**src/include/pdt_pkg.sv**
```systemverilog
// Purpose: Shared constants and types for the prescaled downcounter timer.
// Assumes: AXI4-Lite register access with 32-bit data.
// Notes: Printed offsets are register indices; byte address is four times the index.
package pdt_pkg;
    localparam int ADDR_W = 12;
    localparam logic [7:0] IDX_PSC = 8'hd2;
    localparam logic [7:0] IDX_CNT = 8'hd3;
    localparam logic [7:0] IDX_CTL = 8'hd4;
    localparam logic [ADDR_W-1:0] ADDR_PSC = {2'h0, IDX_PSC, 2'h0};
    localparam logic [ADDR_W-1:0] ADDR_CNT = {2'h0, IDX_CNT, 2'h0};
    localparam logic [ADDR_W-1:0] ADDR_CTL = {2'h0, IDX_CTL, 2'h0};
    localparam int CNT_W = 8;
    localparam int PSC_W = 7;
    localparam int SEL_W = 3;
    localparam logic [CNT_W-1:0] CNT_RELOAD = 8'hff;
    localparam logic [CNT_W-1:0] CNT_ZERO = 8'h00;
    localparam logic [PSC_W-1:0] PSC_RELOAD = 7'h7f;
    localparam logic [PSC_W-1:0] PSC_ZERO = 7'h00;
    localparam int INT_DIV = 12;
    localparam int CLK_MHZ = 100;
    localparam logic [1:0] RESP_OKAY = 2'h0;
    localparam logic [1:0] RESP_SLVERR = 2'h2;
    localparam int CTL_ZF_BIT = 7;

    typedef enum logic [1:0] {
        PDT_EVENT,
        PDT_GATED,
        PDT_OUTPUT
    } pdt_mode_e;

    // Status/control register layout, most significant bit first.
    typedef struct packed {
        logic zero_flag;
        logic zero_irq_enable;
        logic pin_direction_select;
        logic data_bit;
        logic prescale_run;
        logic [SEL_W-1:0] prescale_select;
    } pdt_ctl_s;

    localparam pdt_ctl_s CTL_RESET = 8'h00;

    // Pin drive group.
    typedef struct packed {
        logic level;
        logic enable;
    } pdt_pin_s;
endpackage : pdt_pkg

```
**src/core/pdt_timer.sv**
```systemverilog
// Purpose: 8-bit downcounter timer with a 7-bit prescaler and pin modes.
// Assumes: AXI4-Lite slave, one write and one read outstanding at most.
// Notes: The external pin is synchronised; all logic runs on clock_i.
//
// Overview of operation
// Counter is always an 8-bit downcounter; select only sets its clock rate.
// Counting down to zero sets the zero flag.
// Interrupt request is zero flag AND zero interrupt enable.
// The interrupt request doubles as the wake request from idle and halt.
// Software may write the count register at any time to load a count.
// Writing 00h to count, or one to control bit 7, sets the zero flag.
// Software clears the zero flag before leaving its interrupt handler.
// A count write beats a simultaneous decrement to zero; no flag then.
// Direction and data bits pick event, gated or output mode.
// The 7-bit prescaler takes internal clock over 12 or the pin.
// Gated mode counts divided ticks only while the pin is high.
// Software sets a shared port bit as input with pull-up for inputs.
// Event mode decrements the prescaler on each rising pin edge.
// Output mode clocks the prescaler from internal clock over 12.
// Rising zero flag latches the data bit; output mode drives it out.
// Direction set makes the pin a push-pull output at once.
// Counter reloads FFh after zero and resets to FFh.
// Prescaler reloads 7Fh after zero and resets to 7Fh.
// Run bit clear freezes counter and holds prescaler at 7Fh.
// Select field picks one of 8 taps: divide by two to the field.
// The pin is synchronised and edge-detected before use.
//
// Added by the designer: the placing of the registers and register access over AXI4-Lite.
`timescale 1ns/1ps
module pdt_timer
    import pdt_pkg::*;
#(
    parameter int DIV = INT_DIV
) (
    // Clock and reset.
    input wire logic clock_i,
    input wire logic srst_i,
    // AXI4-Lite write channels.
    input wire logic [ADDR_W-1:0] s_axi_awaddr_i,
    input wire logic s_axi_awvalid_i,
    output logic s_axi_awready_o,
    input wire logic [31:0] s_axi_wdata_i,
    input wire logic [3:0] s_axi_wstrb_i,
    input wire logic s_axi_wvalid_i,
    output logic s_axi_wready_o,
    output logic [1:0] s_axi_bresp_o,
    output logic s_axi_bvalid_o,
    input wire logic s_axi_bready_i,
    // AXI4-Lite read channels.
    input wire logic [ADDR_W-1:0] s_axi_araddr_i,
    input wire logic s_axi_arvalid_i,
    output logic s_axi_arready_o,
    output logic [31:0] s_axi_rdata_o,
    output logic [1:0] s_axi_rresp_o,
    output logic s_axi_rvalid_o,
    input wire logic s_axi_rready_i,
    // Timer pin.
    input wire logic pin_i,
    output logic pin_o,
    output logic pin_oe_o,
    // Interrupt and wake request.
    output logic irq_o
);

    function automatic logic is_mapped(input logic [ADDR_W-1:0] a);
        return (a == ADDR_PSC) || (a == ADDR_CNT) || (a == ADDR_CTL);
    endfunction : is_mapped

    ////////////////////////////////////////////////////////////////////////
    // Register state.
    pdt_ctl_s ctl;
    logic [CNT_W-1:0] count_register;
    logic [PSC_W-1:0] prescaler;
    logic out_latch;
    logic [3:0] div_cnt;
    logic pin_s1;
    logic pin_s2;
    logic pin_s3;
    logic bvalid;
    logic [1:0] bresp;
    logic rvalid;
    logic [31:0] rdata;
    logic [1:0] rresp;

    ////////////////////////////////////////////////////////////////////////
    // Bus decode. Address and data are taken together, so a lone channel waits.
    wire wr_go = s_axi_awvalid_i && s_axi_wvalid_i && !bvalid;
    wire wr_lane = s_axi_wstrb_i[0];
    wire wr_psc = wr_go && wr_lane && (s_axi_awaddr_i == ADDR_PSC);
    wire wr_cnt = wr_go && wr_lane && (s_axi_awaddr_i == ADDR_CNT);
    wire wr_ctl = wr_go && wr_lane && (s_axi_awaddr_i == ADDR_CTL);
    wire [7:0] wbyte = s_axi_wdata_i[7:0];
    wire rd_go = s_axi_arvalid_i && !rvalid;
    wire [7:0] rd_byte = (s_axi_araddr_i == ADDR_PSC) ? {1'b0, prescaler} :
                         (s_axi_araddr_i == ADDR_CNT) ? count_register :
                         (s_axi_araddr_i == ADDR_CTL) ? ctl : 8'h00;

    assign s_axi_awready_o = wr_go;
    assign s_axi_wready_o = wr_go;
    assign s_axi_bvalid_o = bvalid;
    assign s_axi_bresp_o = bresp;
    assign s_axi_arready_o = rd_go;
    assign s_axi_rvalid_o = rvalid;
    assign s_axi_rdata_o = rdata;
    assign s_axi_rresp_o = rresp;

    ////////////////////////////////////////////////////////////////////////
    // Mode and clock selection.
    wire [1:0] mode_bits = {ctl.pin_direction_select, ctl.data_bit};
    wire pdt_mode_e mode = mode_bits[1] ? PDT_OUTPUT :
                           mode_bits[0] ? PDT_GATED : PDT_EVENT;
    wire div_tick = (div_cnt == 4'(DIV - 1));
    wire pin_rise = pin_s2 && !pin_s3;
    wire psc_tick = (mode == PDT_EVENT) ? pin_rise :
                    (mode == PDT_GATED) ? (div_tick && pin_s2) :
                    div_tick;
    wire psc_step = ctl.prescale_run && psc_tick;
    // Tap n fires once per 2^n prescaler steps, when its low n bits are all zero.
    wire [PSC_W-1:0] tap_mask = PSC_W'((8'h01 << ctl.prescale_select) - 8'h01);
    wire cnt_tick = psc_step && ((prescaler & tap_mask) == PSC_ZERO);
    wire cnt_hits_zero = cnt_tick && (count_register == 8'h01);
    wire zf_set = (cnt_hits_zero && !wr_cnt) ||
                  (wr_cnt && wbyte == CNT_ZERO) ||
                  (wr_ctl && wbyte[CTL_ZF_BIT]);
    // Software clears only with a zero in bit 7; a hardware set wins that cycle.
    wire zf_clr = wr_ctl && !wbyte[CTL_ZF_BIT];
    wire next_zf = zf_set ? 1'b1 : (zf_clr ? 1'b0 : ctl.zero_flag);

    ////////////////////////////////////////////////////////////////////////
    // Pin synchroniser and divide-by-12 tick.
    always_ff @(posedge clock_i) begin
        if (srst_i) begin
            // Reset to the pulled-up idle level, so no false edge follows reset.
            pin_s1 <= 1'b1;
            pin_s2 <= 1'b1;
            pin_s3 <= 1'b1;
            div_cnt <= 4'h0;
        end else begin
            pin_s1 <= pin_i;
            pin_s2 <= pin_s1;
            pin_s3 <= pin_s2;
            div_cnt <= div_tick ? 4'h0 : div_cnt + 4'h1;
        end
    end

    ////////////////////////////////////////////////////////////////////////
    // Prescaler: held at reload while stopped, writable while running.
    always_ff @(posedge clock_i) begin
        if (srst_i) begin
            prescaler <= PSC_RELOAD;
        end else if (!ctl.prescale_run) begin
            prescaler <= PSC_RELOAD;
        end else if (wr_psc) begin
            prescaler <= wbyte[PSC_W-1:0];
        end else if (psc_step) begin
            prescaler <= (prescaler == PSC_ZERO) ? PSC_RELOAD : prescaler - 7'h01;
        end
    end

    ////////////////////////////////////////////////////////////////////////
    // Counter: a write always takes precedence over a decrement.
    always_ff @(posedge clock_i) begin
        if (srst_i) begin
            count_register <= CNT_RELOAD;
        end else if (wr_cnt) begin
            count_register <= wbyte;
        end else if (cnt_tick) begin
            count_register <= count_register - 8'h01;
        end
    end

    ////////////////////////////////////////////////////////////////////////
    // Control register, flag and output latch.
    always_ff @(posedge clock_i) begin
        if (srst_i) begin
            ctl <= CTL_RESET;
            out_latch <= 1'b0;
        end else begin
            if (wr_ctl) begin
                ctl[6:0] <= wbyte[6:0];
            end
            ctl.zero_flag <= next_zf;
            if (next_zf && !ctl.zero_flag) begin
                out_latch <= ctl.data_bit;
            end
        end
    end

    assign pin_o = out_latch;
    assign pin_oe_o = ctl.pin_direction_select;
    assign irq_o = ctl.zero_flag && ctl.zero_irq_enable;

    ////////////////////////////////////////////////////////////////////////
    // Bus responses.
    always_ff @(posedge clock_i) begin
        if (srst_i) begin
            bvalid <= 1'b0;
            bresp <= RESP_OKAY;
            rvalid <= 1'b0;
            rdata <= 32'h0;
            rresp <= RESP_OKAY;
        end else begin
            if (wr_go) begin
                bvalid <= 1'b1;
                bresp <= is_mapped(s_axi_awaddr_i) ? RESP_OKAY : RESP_SLVERR;
            end else if (s_axi_bready_i) begin
                bvalid <= 1'b0;
            end
            if (rd_go) begin
                rvalid <= 1'b1;
                rdata <= {24'h0, rd_byte};
                rresp <= is_mapped(s_axi_araddr_i) ? RESP_OKAY : RESP_SLVERR;
            end else if (s_axi_rready_i) begin
                rvalid <= 1'b0;
            end
        end
    end
endmodule : pdt_timer

```
**config.mk**
```make
export PLATFORM = sky130hd
export DESIGN_NAME = pdt_timer
export DESIGN_NICKNAME = d
export VERILOG_FILES = /design/src/include/pdt_pkg.sv /design/src/core/pdt_timer.sv
export SDC_FILE = /design/constraint.sdc
export NUM_CORES = 1
export LEC_CHECK = 0
export BUFFER_PORTS_ARGS = -buffer_cell sky130_fd_sc_hd__buf_2
export CORE_MARGIN = 2
export CORE_UTILIZATION = 40
export DETAILED_ROUTE_END_ITERATION = 10
export PLACE_DENSITY = 0.7
export SLEW_MARGIN = 0
export SYNTH_ARGS = -nofsm -noshare
export SYNTH_HDL_FRONTEND = slang
export SYNTH_SLANG_ARGS = --single-unit
export TNS_END_PERCENT = 50
```
**constraint.sdc**
```tcl
create_clock -name clock_i -period 7.05 [get_ports clock_i]
set_input_delay 1.41 -clock clock_i [delete_from_list [all_inputs] [get_ports clock_i]]
set_output_delay 1.41 -clock clock_i [all_outputs]
set_load 0.005 [all_outputs]
```
==> flow_results.org <==
** Status
- The run finished with clean final reports.

** Finish
- After the last flow step, the layout net total stands at 429.
- The area growth from synthesis to layout is 14.5%.
- Fill cells in the final layout number 587.
- Across the whole layout, storage elements account for approximately 860 µm².
- The finished layout holds about 430 standard cells, fillers aside.
- The library cell used most frequently in the layout, excluding fill and tap cells, is buf_2.
- Fraction of final layout cells sized beyond drive strength 1 :: between 20% and 30%
- The repair_antennas step left the layout with diodes totalling 0.
- Summing all multi-input logic gate instances after layout gives around 0.0014 mm².
- In the layout the commonest cells are buf_2, dfxtp_1, nand2_1.

** Detailed routing
- Detailed router's first-iteration violation count :: around 180
- Number of nets still failing antenna checks after routing :: 0
- Via total after detailed routing :: between 2000 and 2500
- After detailed routing, the number of vias per cell comes to about 5.4.
- For this run, design rule violations remaining after detail routing come to 0.
- The first TritonRoute pass finished after 4 iterations.
- Routed wire length per instance :: 13.5 µm
- Total detailed-routing wirelength :: approximately 5900 µm

** Floorplan
- Die Y-Extent :: between 80 and 90 µm
- Core area :: ~0.0059 mm²
- Initial Utilization :: between 40 and 50%
- The die covers about 0.0068 mm².
- Number of top-level design ports :: 112
- In this run the core area contains 28 standard-cell rows.
- Die X-Extent :: 82.3 µm

** Yosys
- The mapped netlist covers approximately 0.0025 mm².
- #FFs+latches synth :: 43
- Yosys mapped a number of flops with a built-in enable equal to 0.
- The cell count after synthesis came out at 303.
- Asr flop ratio synth :: 0%
- The netlist uses 46 different library cells.
- Most frequently used flop master after synthesis :: dfxtp_1
- Sequential elements use a little over a third of the synthesized area.
- Synthesized area per cell :: between 8 and 9 µm²
- Count of yosys warnings during synthesis :: 0

** Hold path
- Hold Path Class :: flop to flop

** STA
- Maximum clock rate :: around 270 MHz
- Worst-Margin Slew :: 1.27 ns
- The final count of hold timing violations came to 0.
- Aggregate negative setup slack :: 0 ns
- Setup repair after global routing missed its margin :: false
- Dividing the final minimum period by the clock period gives 52.3%.
- On the final layout, the worst clock skew is between 0.007 and 0.008 ns.
- The final number of max-transition violations is 0.
- The worst pin sits at a relative slew slack of between 10% and 20%.
- Counting I/O delays and the setup requirement, the final critical path takes around 3.7 ns.
- Setup violations remaining at the end of the flow were counted as 0.

** Clock network
- CTS H-tree lvls :: 2
- Buffers inserted to repair hold after CTS numbered 0.
- Number of buffers added by the clock tree synthesis step :: 5
- At the later pin of the worst-skew pair, clock insertion delay measures roughly 0.3 ns.
- The longest clock path from root to sink contains 2 buffers.
- After clock tree synthesis, the clock-pin slew on the worst setup and hold paths is ~0.090 ns.
- For this design, the sink count on the clock tree is between 40 and 50.
- Root buffer cell :: clkbuf_8
- TritonCTS built the clock tree.
- Post-CTS Setup Inserts :: 0
- Once the clock tree was built, the resizer swapped 0 gates to a different size.

** Pwr
- Highest ir drop seen on vdd :: roughly 100 µV
- Power per Cell Area :: 174 mW/mm²
- The analysis attributes to cell leakage a power of 1.13 nW.

** Placement
- DPL Wire Length :: 4380 µm
- Cell count after placement :: ~420
- Routability-driven placement finished with a final weighted congestion of 0.874.
- During placement, the flow inserted port buffers numbering 58.

** Setup path
- Along the worst path, the maximum fanout reaches 14.
- At the worst endpoint, the arrival time is between 2 and 2.5 ns.
- At the worst endpoint, the required time is approximately 5.6 ns.
- The critical path is of the input pin to output pin type.
- STA classifies the critical path endpoint as an output pin.
- FF-to-FF setup slack :: ~4.4 ns
- STA classifies the critical path startpoint as an input pin.

** Flow run
- Max-cap violations in this run came to 0.

** GRT
- GRT Overall Usage :: a little under a fifth
- The total overflow left after global routing is 0.
- Maximum number of pins on one net before global-route repair :: 35
- Initial antenna violation count :: 0
- Vias in the first global route :: ~2100
- Wire length of the first global-routing pass :: 9420 µm
[worst paths after layout]
path,from,to,cells after the start
setup / recovery,s_axi_arvalid_i,s_axi_arready_o,4
hold reg to reg,pin_s1$_SDFF_PP1_,pin_s2$_SDFF_PP1_,1
setup reg to reg,div_cnt[0]$_SDFF_PP0_,count_register[7]$_SDFFE_PP1P_,7
hold / removal,pin_s1$_SDFF_PP1_,pin_s2$_SDFF_PP1_,1
[sequential cells by signal (all words and copies together) (netlist names)]
signal / cells
count_register: 8
ctl: 7
div_cnt: 4
pin_o: 1
pin_oe_o: 1
pin_s1: 1
pin_s2: 1
pin_s3: 1
prescaler: 7
s_axi_bresp_o: 1
s_axi_bvalid_o: 1
s_axi_rdata_o: 8
s_axi_rresp_o: 1
s_axi_rvalid_o: 1
[kinds of logic after synthesis]
| kind of cell | count (synthesis) | share of synthesized area, % |
|---|---|---|
| mux | 6 | 2.55 |
| other cells | 1 | 0.153 |
| compound gates | 68 | 17.9 |
| buf+inv | 48 | 11.6 |
| simple gates | 124 | 27.2 |
| xor+xnor | 8 | 2.86 |
| flops | 43 | 35.1 |
| fa+ha+maj | 5 | 2.55 |
[where the power goes]
part | switching (mW) | internal [mW] | total, mW
Clock | 0.0884 | 0.106 | 0.194
Combinational | 0.0252 | 0.0186 | 0.0439
Sequential | 0.00303 | 0.248 | 0.251
Total | 0.117 | 0.372 | 0.489
[layer usage]
metal,GRT usage [%],routed length (µm),up-vias
met5,0,0,-
met1,23.5,2570,1064
met2,29.7,2630,125
met3,3.48,502,16
met4,6.67,150,0
li1,-,-,1128
[cell usage after synthesis (7+ instances only)]
master | number | area (µm²)
a211o_1 | 7 | 61.3
o21ai_0 | 8 | 40.0
nor3b_1 | 7 | 52.6
a211oi_1 | 7 | 52.6
inv_1 | 10 | 37.5
nor4_1 | 7 | 43.8
or3_1 | 8 | 50.1
nor3_1 | 14 | 70.1
nor2_1 | 26 | 97.6
dfxtp_1 | 43 | 861
a21oi_1 | 28 | 140
nand2_1 | 34 | 128
clkbuf_1 | 10 | 37.5
buf_4 | 28 | 210
[worst max-delay path, stage by stage]
cell	delay, ns
buf_2	0.09
nand2b_1	0.35
inv_1	0.23
buf_2	0.19
[stage by stage]
stage          worst slack (ns)  instance area [µm²]  util [%]  power [mW]  hold slack (ns)
2_1_floorplan              3.57                 2550         -       0.290            0.389
3_3_place_gp               3.28                 2700      45.6       0.300            0.394
3_5_place_dp               3.28                 2700      45.6       0.301            0.398
4_1_cts                    3.36                 2810      47.5       0.492            0.419
5_1_grt                    3.26                 2810      47.5       0.510            0.442
6_report                   3.36                 2810      47.5       0.489            0.416
[cell type report]
| type | count | area share, % |
|---|---|---|
| Tap cell | 75 | 3.34 |
| Timing Repair Buffer | 59 | 10.6 |
| Clock inverter | 3 | 1.56 |
| Multi-Input combinational cell | 237 | 50.1 |
| Sequential cell | 43 | 30.6 |
| Clock buffer | 5 | 2.45 |
| Inverter | 10 | 1.34 |
Power figures use the tool's default switching activity.
